<file path="src/hdl/cpg_pkg.sv">
// Package for the continuous pointer and frequency offset generator.
// Assumes a 100 MHz system clock and a one-cycle frame strobe every 125 us.
package cpg_pkg;

  localparam int CLK_PERIOD_NS = 10;
  localparam int FRAME_US      = 125;
  localparam int FRAMES_PER_MS = 1000 / FRAME_US;

  localparam logic [7:0] ADDR_CTRL   = 8'h00;
  localparam logic [7:0] ADDR_USERMS = 8'h04;
  localparam logic [7:0] ADDR_OFSEDT = 8'h08;
  localparam logic [7:0] ADDR_PTR    = 8'h0C;
  localparam logic [7:0] ADDR_REPORT = 8'h10;

  localparam int CTRL_ENABLE    = 0;
  localparam int CTRL_MODE      = 1;
  localparam int CTRL_DIR_LSB   = 2;
  localparam int CTRL_RATE_LSB  = 4;
  localparam int CTRL_VTTYPE    = 7;
  localparam int CTRL_VTASYNC   = 8;
  localparam int CTRL_OMODE_LSB = 9;
  localparam int CTRL_OSEL_LSB  = 11;
  localparam int CTRL_WIDTH     = 14;

  localparam int EDIT_FINE_UP   = 0;
  localparam int EDIT_FINE_DN   = 1;
  localparam int EDIT_COARSE_UP = 2;
  localparam int EDIT_COARSE_DN = 3;

  localparam int REP_VALID = 31;
  localparam int REP_NONE  = 30;

  typedef enum logic [1:0] {
    CPG_DIR_INC = 2'h0,
    CPG_DIR_DEC = 2'h1,
    CPG_DIR_ALT = 2'h2
  } cpg_dir_t;

  typedef enum logic [2:0] {
    CPG_RATE_DEF50  = 3'h0,
    CPG_RATE_MAX2   = 3'h1,
    CPG_RATE_MIN10K = 3'h2,
    CPG_RATE_MAX48  = 3'h3,
    CPG_RATE_USER   = 3'h4
  } cpg_rate_t;

  typedef enum logic [2:0] {
    CPG_OFS_ZERO  = 3'h0,
    CPG_OFS_MAX   = 3'h1,
    CPG_OFS_STRP  = 3'h2,
    CPG_OFS_STRN  = 3'h3,
    CPG_OFS_USER  = 3'h4
  } cpg_osel_t;

  // Interval presets in milliseconds.
  localparam logic [13:0] RATE_DEF_MS   = 14'h0032;
  localparam logic [13:0] RATE_MAX2_MS  = 14'h0002;
  localparam logic [13:0] RATE_MIN_MS   = 14'h2710;
  localparam logic [13:0] RATE_MAX48_MS = 14'h0030;
  localparam logic [13:0] USER_MS_MIN   = 14'h0001;
  localparam logic [13:0] USER_MS_MAX   = 14'h2710;

  // Offsets are held in tenths of a ppm.
  localparam logic signed [11:0] OFS_MAX    = 12'sh3E8;
  localparam logic signed [11:0] OFS_STRESS = 12'sh02E;
  localparam logic signed [11:0] OFS_FINE   = 12'sh001;
  localparam logic signed [11:0] OFS_COARSE = 12'sh064;
  localparam logic signed [11:0] OFS_LIMIT  = 12'sh3E8;

  localparam logic [9:0] STS_PTR_MAX = 10'h30E;
  localparam logic [9:0] VT_PTR_MAX  = 10'h067;
  localparam logic [9:0] STS_PTR_RST = 10'h20A;
  localparam logic [9:0] VT_PTR_RST  = 10'h04E;

  // Offset tenths-ppm summed per frame that equal one pointer location.
  localparam logic [17:0] STS_LOC_UNITS = 18'h031E3;
  localparam logic [17:0] VT_LOC_UNITS  = 18'h177A6;

  // Conversion constant: tenths-ppm times milliseconds for one location per interval.
  localparam logic [15:0] STS_CONV_K = 16'h063C;
  localparam logic [15:0] VT_CONV_K  = 16'hBBCD;
  localparam int          DIV_BITS   = 16;

  typedef struct packed {
    logic       valid;
    logic       inc;
    logic [9:0] value;
  } cpg_adj_t;

endpackage : cpg_pkg

</file>
<file path="src/hdl/cpg_pointer_gen.sv">
// Continuous pointer movement and frequency offset generator, transmit side.
// Assumes frameTick pulses once per transmitted frame, synchronous to clk.
//
// Notes on behaviour
// - 48 ms preset only with VT1.5 async.
// - 2 ms preset moves every sixteen frames.
// - Slowest preset moves every ten seconds.
// - Default interval is 50 ms.
// - User interval 1 to 10000 ms, 1 ms.
// - Increment direction raises pointer each interval.
// - Decrement direction lowers pointer each interval.
// - Alternate direction toggles between up and down.
// - Fixed direction reports equivalent ppm; alternate none.
// - Offset applies to payload, line, or both.
// - Line offset leaves pointer location unmoved.
// - Payload offset produces pointer adjustments.
// - Maximum offset preset is plus 100 ppm.
// - Stress presets plus and minus 4.6 ppm.
// - Default offset preset is zero, disabled.
// - Coarse edit step is 10.0 ppm.
// - Fine edit step is 0.1 ppm.
// - User offset limited to plus/minus 100 ppm.
// - Active payload offset reports equivalent pointer interval; line-only offset reports none.
// - STS pointer 0..782, VT pointer 0..103.
//
// Local design decisions: the register offsets and strobed register access.
`timescale 1ns/1ps
module cpg_pointer_gen
  import cpg_pkg::*;
(
  input  wire logic               clk,
  input  wire logic               rst_n,
  input  wire logic               frameTick,
  input  wire logic [7:0]         busAddr,
  input  wire logic [31:0]        busWdata,
  input  wire logic               busWrite,
  input  wire logic               busRead,
  output logic      [31:0]        busRdata,
  output cpg_adj_t                ptrAdj,
  output logic signed [11:0]      lineOffset,
  output logic signed [11:0]      payloadOffset
);

  typedef enum logic [1:0] {
    DIV_IDLE = 2'b01,
    DIV_RUN  = 2'b10
  } cpg_div_state_t;

  logic [CTRL_WIDTH-1:0] ctrl_q;
  logic [13:0]           userMs_q;
  logic signed [11:0]    userOfs_q;
  logic signed [11:0]    userOfs_d;
  logic [9:0]            ptr_q;
  logic                  altUp_q;
  logic [16:0]           frameCnt_q;
  logic [17:0]           accum_q;
  cpg_adj_t              adj_q;
  logic [31:0]           rdata_q;
  logic [31:0]           report_q;

  logic                  enable;
  logic                  freqMode;
  cpg_dir_t              dir;
  cpg_rate_t             rateSel;
  logic                  vtType;
  logic                  vtAsync;
  logic [1:0]            offsetMode;
  cpg_osel_t             offsetSel;
  logic [13:0]           intervalMs;
  logic [16:0]           intervalFrames;
  logic signed [11:0]    activeOfs;
  logic [11:0]           absOfs;
  logic [9:0]            ptrMax;
  logic [17:0]           locUnits;
  logic                  payloadOn;
  logic                  contStep;
  logic                  ofsStep;
  logic                  stepInc;

  assign enable     = ctrl_q[CTRL_ENABLE];
  assign freqMode   = ctrl_q[CTRL_MODE];
  assign dir        = cpg_dir_t'(ctrl_q[CTRL_DIR_LSB +: 2]);
  assign rateSel    = cpg_rate_t'(ctrl_q[CTRL_RATE_LSB +: 3]);
  assign vtType     = ctrl_q[CTRL_VTTYPE];
  assign vtAsync    = ctrl_q[CTRL_VTASYNC];
  assign offsetMode = ctrl_q[CTRL_OMODE_LSB +: 2];
  assign offsetSel  = cpg_osel_t'(ctrl_q[CTRL_OSEL_LSB +: 3]);

  assign ptrMax   = vtType ? VT_PTR_MAX : STS_PTR_MAX;
  assign locUnits = vtType ? VT_LOC_UNITS : STS_LOC_UNITS;

  // Interval selection; an unavailable 48 ms choice falls back to the default.
  always_comb begin
    unique case (rateSel)
      CPG_RATE_MAX2:   intervalMs = RATE_MAX2_MS;
      CPG_RATE_MIN10K: intervalMs = RATE_MIN_MS;
      CPG_RATE_MAX48:  intervalMs = (vtType && vtAsync) ? RATE_MAX48_MS : RATE_DEF_MS;
      // User value, already clamped on write.
      CPG_RATE_USER:   intervalMs = userMs_q;
      default:         intervalMs = RATE_DEF_MS;
    endcase
  end

  assign intervalFrames = {3'h0, intervalMs} * 17'(FRAMES_PER_MS);

  // Offset preset selection.
  always_comb begin
    unique case (offsetSel)
      CPG_OFS_MAX:  activeOfs = OFS_MAX;
      CPG_OFS_STRP: activeOfs = OFS_STRESS;
      CPG_OFS_STRN: activeOfs = -OFS_STRESS;
      CPG_OFS_USER: activeOfs = userOfs_q;
      default:      activeOfs = '0;
    endcase
  end

  assign absOfs = activeOfs[11] ? 12'(-activeOfs) : 12'(activeOfs);

  // Offsets go to the line, the payload, or both.
  assign payloadOn = enable && freqMode && offsetMode[1];
  always_ff @(posedge clk or negedge rst_n) begin
    if (!rst_n) begin
      lineOffset    <= '0;
      payloadOffset <= '0;
    end else begin
      lineOffset    <= (enable && freqMode && offsetMode[0]) ? activeOfs : 12'sh000;
      payloadOffset <= payloadOn ? activeOfs : 12'sh000;
    end
  end

  // Interval timer in frames; the step lands on the frame strobe.
  assign contStep = enable && !freqMode && frameTick && (frameCnt_q >= intervalFrames - 17'h1);
  always_ff @(posedge clk or negedge rst_n) begin
    if (!rst_n) begin
      frameCnt_q <= '0;
    end else if (!enable || freqMode) begin
      frameCnt_q <= '0;
    end else if (frameTick) begin
      frameCnt_q <= contStep ? 17'h0 : frameCnt_q + 17'h1;
    end
  end

  // Payload offset drift accumulates per frame into pointer steps.
  // A line-only offset never reaches this accumulator.
  assign ofsStep = payloadOn && frameTick && (accum_q + {6'h0, absOfs} >= locUnits);
  always_ff @(posedge clk or negedge rst_n) begin
    if (!rst_n) begin
      accum_q <= '0;
    end else if (!payloadOn || absOfs == 12'h000) begin
      accum_q <= '0;
    end else if (frameTick) begin
      accum_q <= ofsStep ? accum_q + {6'h0, absOfs} - locUnits
                         : accum_q + {6'h0, absOfs};
    end
  end

  // A faster payload is shed by negative justification, so the pointer falls.
  always_comb begin
    if (ofsStep) begin
      stepInc = activeOfs[11];
    end else begin
      unique case (dir)
        CPG_DIR_INC: stepInc = 1'b1;
        CPG_DIR_DEC: stepInc = 1'b0;
        default:     stepInc = altUp_q;
      endcase
    end
  end

  always_ff @(posedge clk or negedge rst_n) begin
    if (!rst_n) begin
      altUp_q <= 1'b1;
    end else if (contStep && dir == CPG_DIR_ALT) begin
      altUp_q <= !altUp_q;
    end
  end

  // Pointer value and adjustment strobe.
  always_ff @(posedge clk or negedge rst_n) begin
    if (!rst_n) begin
      ptr_q <= STS_PTR_RST;
      adj_q <= '0;
    end else begin
      adj_q.valid <= contStep || ofsStep;
      if (busWrite && busAddr == ADDR_PTR) begin
        ptr_q <= (busWdata[9:0] > ptrMax) ? ptrMax : busWdata[9:0];
      end else if (busWrite && busAddr == ADDR_CTRL
                   && busWdata[CTRL_VTTYPE] != ctrl_q[CTRL_VTTYPE]) begin
        ptr_q <= busWdata[CTRL_VTTYPE] ? VT_PTR_RST : STS_PTR_RST;
      end else if (contStep || ofsStep) begin
        adj_q.inc <= stepInc;
        // Wrap at both ends of the range.
        if (stepInc) begin
          ptr_q <= (ptr_q >= ptrMax) ? 10'h000 : ptr_q + 10'h001;
        end else begin
          ptr_q <= (ptr_q == 10'h000) ? ptrMax : ptr_q - 10'h001;
        end
      end
      adj_q.value <= ptr_q;
    end
  end

  assign ptrAdj = '{valid: adj_q.valid, inc: adj_q.inc, value: ptr_q};

  // Register writes.
  always_ff @(posedge clk or negedge rst_n) begin
    if (!rst_n) begin
      ctrl_q   <= '0;
      userMs_q <= RATE_DEF_MS;
    end else if (busWrite) begin
      if (busAddr == ADDR_CTRL) begin
        ctrl_q <= busWdata[CTRL_WIDTH-1:0];
      end
      if (busAddr == ADDR_USERMS) begin
        if (busWdata[31:0] < {18'h0, USER_MS_MIN}) begin
          userMs_q <= USER_MS_MIN;
        end else if (busWdata[31:0] > {18'h0, USER_MS_MAX}) begin
          userMs_q <= USER_MS_MAX;
        end else begin
          userMs_q <= busWdata[13:0];
        end
      end
    end
  end

  // User offset edit steps with saturation.
  always_comb begin
    userOfs_d = userOfs_q;
    if (busWdata[EDIT_FINE_UP]) begin
      userOfs_d = userOfs_d + OFS_FINE;
    end
    if (busWdata[EDIT_FINE_DN]) begin
      userOfs_d = userOfs_d - OFS_FINE;
    end
    if (busWdata[EDIT_COARSE_UP]) begin
      userOfs_d = userOfs_d + OFS_COARSE;
    end
    if (busWdata[EDIT_COARSE_DN]) begin
      userOfs_d = userOfs_d - OFS_COARSE;
    end
    // Saturate at the limits; the 12-bit sum cannot overflow from inside them.
    if (userOfs_d > OFS_LIMIT) begin
      userOfs_d = OFS_LIMIT;
    end else if (userOfs_d < -OFS_LIMIT) begin
      userOfs_d = -OFS_LIMIT;
    end
  end

  always_ff @(posedge clk or negedge rst_n) begin
    if (!rst_n) begin
      userOfs_q <= '0;
    end else if (busWrite && busAddr == ADDR_OFSEDT) begin
      userOfs_q <= userOfs_d;
    end
  end

  // Equivalence report. One restoring divider serves both directions:
  // ppm tenths = K / interval ms, and interval ms = K / offset tenths.
  cpg_div_state_t      divState_q;
  logic [15:0]         divQuot_q;
  logic [15:0]         divNum_q;
  logic [16:0]         divRem_q;
  logic [13:0]         divDen_q;
  logic [4:0]          divCnt_q;
  logic                divNone_q;
  logic [13:0]         divDen;
  logic                reportNone;
  logic [16:0]         remShift;

  // Alternate direction has no equivalent offset.
  // Offset mode reports the resulting interval; zero or line-only offset gives none.
  always_comb begin
    if (freqMode) begin
      divDen     = {2'h0, absOfs};
      reportNone = !offsetMode[1] || absOfs == 12'h000;
    end else begin
      divDen     = intervalMs;
      reportNone = dir == CPG_DIR_ALT;
    end
  end

  assign remShift = {divRem_q[15:0], divNum_q[DIV_BITS-1]};

  always_ff @(posedge clk or negedge rst_n) begin
    if (!rst_n) begin
      divState_q <= DIV_IDLE;
      divQuot_q  <= '0;
      divNum_q   <= '0;
      divRem_q   <= '0;
      divDen_q   <= '0;
      divCnt_q   <= '0;
      divNone_q  <= 1'b1;
      report_q   <= '0;
    end else begin
      unique case (divState_q)
        DIV_IDLE: begin
          divNum_q   <= vtType ? VT_CONV_K : STS_CONV_K;
          divDen_q   <= divDen;
          divNone_q  <= reportNone || !enable;
          divRem_q   <= '0;
          divQuot_q  <= '0;
          divCnt_q   <= 5'(DIV_BITS);
          divState_q <= DIV_RUN;
        end
        DIV_RUN: begin
          divNum_q <= {divNum_q[DIV_BITS-2:0], 1'b0};
          if (remShift >= {3'h0, divDen_q}) begin
            divRem_q  <= remShift - {3'h0, divDen_q};
            divQuot_q <= {divQuot_q[14:0], 1'b1};
          end else begin
            divRem_q  <= remShift;
            divQuot_q <= {divQuot_q[14:0], 1'b0};
          end
          divCnt_q <= divCnt_q - 5'h01;
          if (divCnt_q == 5'h01) begin
            divState_q <= DIV_IDLE;
            report_q   <= '0;
            if (divNone_q) begin
              report_q[REP_NONE] <= 1'b1;
            end else begin
              report_q[REP_VALID] <= 1'b1;
              report_q[15:0]      <= remShift >= {3'h0, divDen_q}
                                     ? {divQuot_q[14:0], 1'b1}
                                     : {divQuot_q[14:0], 1'b0};
            end
          end
        end
      endcase
    end
  end

  // Register reads answer in the following cycle; unmapped addresses read zero.
  always_ff @(posedge clk or negedge rst_n) begin
    if (!rst_n) begin
      rdata_q <= '0;
    end else if (busRead) begin
      unique case (busAddr)
        ADDR_CTRL:   rdata_q <= {{(32-CTRL_WIDTH){1'b0}}, ctrl_q};
        ADDR_USERMS: rdata_q <= {18'h0, userMs_q};
        ADDR_OFSEDT: rdata_q <= {{20{userOfs_q[11]}}, userOfs_q};
        ADDR_PTR:    rdata_q <= {22'h0, ptr_q};
        ADDR_REPORT: rdata_q <= report_q;
        default:     rdata_q <= '0;
      endcase
    end else begin
      rdata_q <= '0;
    end
  end

  assign busRdata = rdata_q;

endmodule : cpg_pointer_gen

</file>
<file path="config.mk">
export PLATFORM = sky130hd
export DESIGN_NAME = cpg_pointer_gen
export DESIGN_NICKNAME = d
export VERILOG_FILES = /design/src/hdl/cpg_pkg.sv /design/src/hdl/cpg_pointer_gen.sv
export SDC_FILE = /design/constraint.sdc
export NUM_CORES = 1
export LEC_CHECK = 0
export ABC_AREA = 1
export BUFFER_PORTS_ARGS = -buffer_cell sky130_fd_sc_hd__buf_2
export CAP_MARGIN = 0
export CORE_MARGIN = 2
export CORE_UTILIZATION = 60
export DETAILED_ROUTE_END_ITERATION = 6
export PLACE_DENSITY_LB_ADDON = 0.3
export SYNTH_ARGS = -nofsm -noshare
export SYNTH_HDL_FRONTEND = slang
export SYNTH_SLANG_ARGS = --single-unit
export TNS_END_PERCENT = 50
</file>
<file path="constraint.sdc">
create_clock -name clk -period 8.18 [get_ports clk]
set_input_delay 0.409 -clock clk [delete_from_list [all_inputs] [get_ports clk]]
set_output_delay 0.409 -clock clk [all_outputs]
set_load 0.02 [all_outputs]
</file>
==> metrics.txt <==
vias per std cell=5.70; Register Area=5470 µm²; # rows=56; initial detailed-routing violation count=1335; RSZ-0062 raised after global routing=false; Max Cap Viol=0; TritonCTS clock tree=yes; die height=158 µm; clock net sink count=about 220; part of the Yosys area used for sequential elements=between 30% and 40%; estimated wirelength of the detail-placed design=29000 µm; antenna-violating nets left=0; vias post-DR=13206; Cell variety after synth=60; synthesis warning total=0; number of flops mapped to enable cells by yosys=0; Final nets=2099; fraction of the cycle the final worst path needs=71.5%; violations in the final reports=DRC; Yosys top cell area share=a little under two fifths; Fillers=1957; average routed wire per standard cell=16.8 µm; count of final setup violators=0; Crit path arrival time=6.32 ns; core footprint=23300 µm²; remaining routing DRC violations=1; critical path required time=8.65 ns; Peak Freq=171 MHz; starting density of the core=60.9%; met1 demand-to-capacity share in global routing=43.1%; residual overflow from global routing=0; fraction of layout cells with a size suffix above 1=13.6%; cell accounting for the most synthesized area=dfrtp_1; area fraction in compound gates after synthesis=14.0%; Antenna Cells=0; final hold slack=0.123 ns; post-synthesis share of cell area spent on xor and xnor gates=4.75%; total buffers and inverters traversed by the critical path=4; global-route met2 utilization=50.6%; Adder-Cell Fraction of Synth Area=6.71%; total power divided by cell area=202 nW/µm²; FFs w/ async S/R, synth=100%; share of synthesized area spent on multiplexers=0.0705%; count of pins over their slew limit=0; clock insertion delay at the later pin of the skew report=roughly 0.54 ns; peak supply drop=153 µV; vias in the first global route=between 10000 and 15000; worst stage delay on the critical path=a little under 0.4 ns; routing layer with the top usage in global route=met2; overall routing resource usage=31.6%; Clock Skews=0.0225 ns; Commonest cells post-synth=384 x nand2_1, 260 x inv_1, 209 x dfrtp_1; global routing usage on met3=roughly 4.4%; summed instance area of the synthesized netlist=between 10000 and 15000 µm²; fin util=68.0%; flip-flop and latch count after synthesis=218; largest fanout on the critical path=14; maximum buffer depth of the clock tree=3; area occupied by multi-input gates=roughly 7400 µm²; endpoints failing hold=0; type of the setup path with the least slack=flop to flop; port bufs=112; synthesized instance count=1879; main combinational cell family by area after synthesis=simple AND/OR/NAND/NOR gates; number of buffers added by the clock tree synthesis step=26; Post-Synth Simple-Gate Area=a little over a quarter; clock edge transition at the registers on the reported setup and hold paths=roughly 0.060 ns; number of top-level pins=113; tightest slew margin relative to the limit=between 20% and 30%; chip width=158 µm; final wirelength=39000 µm; Worst Max-Slew Pin Slew=~1.1 ns; run status=finished, violations left; number of detailed-route iterations in the first pass=7; wire length of the first global-routing pass=between 60000 and 70000 µm; leakage=0.00807 µW; synthesized area per cell=7.56 µm²; kind of path behind the tightest hold check=primary input to flop; post_cts resized=0; cell at the slowest stage of the critical path=dfrtp_1; clock tree root driver cell=clkbuf_16; Area Overhead vs Synth=11.8%; least setup slack across all paths after layout=2.33 ns; GPL Wtd Cong=just over 0.9; area of the die=~25000 µm²; ys flop type=dfrtp_1; number of nets produced by synthesis=about 2000; antenna violations before repair=0; Post-Route Setup TNS=0 ns; Top delay family on crit path=simple AND/OR/NAND/NOR gates; most repeated library cell on the critical path=nand2_1; count leader, synth=nand2_1; pin count of the biggest net entering global routing=103; leading cell types by total area after synthesis=dfrtp_1 37%, nand2_1 10%, inv_1 6.9%; Worst Setup Start Kind=flop; total number of H-tree levels=1; Critical Path End Type=flop; worst-case setup slack after placement=roughly 2.5 ns; post-layout min period=5.85 ns
metrics by stage:
stage	area, µm²	instances	power (µW)
6_report	15900	2318	3200
5_1_grt	15900	2318	3370
4_1_cts	15900	2318	3200
3_5_place_dp	15000	2269	2020
3_3_place_gp	15000	2269	2000
2_1_floorplan	14200	1879	1830
routing by layer:
layer / share of wire [%] / routed length, µm
met1: 42 / 16400
met2: 46 / 17900
met3: 8.0 / 3100
met4: 4.2 / 1640
met5: 0 / 0
power breakdown:
group | switching, µW | leakage [µW] | internal (µW)
clock | 462 | 0.000414 | 705
combinational | 517 | 0.00489 | 292
sequential | 64.8 | 0.00277 | 1160
total | 1040 | 0.00807 | 2160
path summary, 6_finish.rpt:
kind | start | endpoint | slack (ns) | cells past startpoint
max reg2reg | ctrl_q[11]$_DFFE_PN0P_ | ptr_q[2]$_DFFE_PN0P_ | 2.33 | 37
max | ctrl_q[11]$_DFFE_PN0P_ | ptr_q[2]$_DFFE_PN0P_ | 2.33 | 37
min in group asynchronous | rst_n | divNum_q[9]$_DFF_PN0_ | 0.52 | 2
min | busRead | busRdata[10]$_DFF_PN0_ | 0.12 | 3
min reg2reg | divNum_q[8]$_DFF_PN0_ | divNum_q[9]$_DFF_PN0_ | 0.44 | 1
max in group asynchronous | rst_n | payloadOffset[7]$_DFF_PN0_ | 6.24 | 3
layout make-up:
cell class,count,share of cell area (%)
Sequential cell,218,34.4
Timing Repair Buffer,122,4.08
Clock inverter,10,0.717
Multi-Input combinational cell,1333,46.9
Tap cell,319,2.51
Clock buffer,38,4.77
Inverter,278,6.57
registers in the layout (all words and copies together), names as in the netlist, 15 cells and up:
signal,flops
frameCnt_q,17
accum_q,18
divQuot_q,15
divRem_q,16
report_q,18
busRdata,19
divNum_q,16
worst reg2reg max path: cells and delay by family, from the launching register on:
kind                     cells  cell delay (ns)
AND/OR/NAND/NOR             27             3.41
buffers and inverters        4             0.48
adder cells (fa/ha/maj)      3             0.93
XOR/XNOR                     2             0.37
flip-flops                   1             0.39
AO/OA/AOI/OAI                1             0.21
logic make-up (layout without fill, tap and decap cells):
kind of cell / Yosys count / count (layout)
adder cells (fa/ha/maj): 75 / 75
multiplexers: 1 / 1
flip-flops: 218 / 218
AO/OA/AOI/OAI: 340 / 340
XOR/XNOR: 74 / 74
buffers and inverters: 328 / 448
AND/OR/NAND/NOR: 843 / 843
cell usage in the layout (no fill, tap or decap), types with 25 or more instances in the layout:
cell type | Yosys | routed
buf_2 | 7 | 111
inv_1 | 260 | 260
ha_1 | 73 | 73
o22ai_1 | 34 | 34
clkbuf_16 | 0 | 27
xor2_1 | 57 | 57
nand2_2 | 28 | 28
nand4_1 | 25 | 25
nor2_1 | 196 | 196
a21oi_1 | 76 | 76
o21ai_0 | 133 | 133
nand3_1 | 108 | 108
dfrtp_1 | 209 | 209
nand2_1 | 384 | 384
nor3_1 | 31 | 31
what timing repair did:
| action | in CTS | in global routing |
|---|---|---|
| hold buffers | 1 | 0 |
| hold endpoints to repair | 96 | 0 |
| buffers inserted | 0 | 0 |
Note: power is estimated with default switching activity, not from simulation.
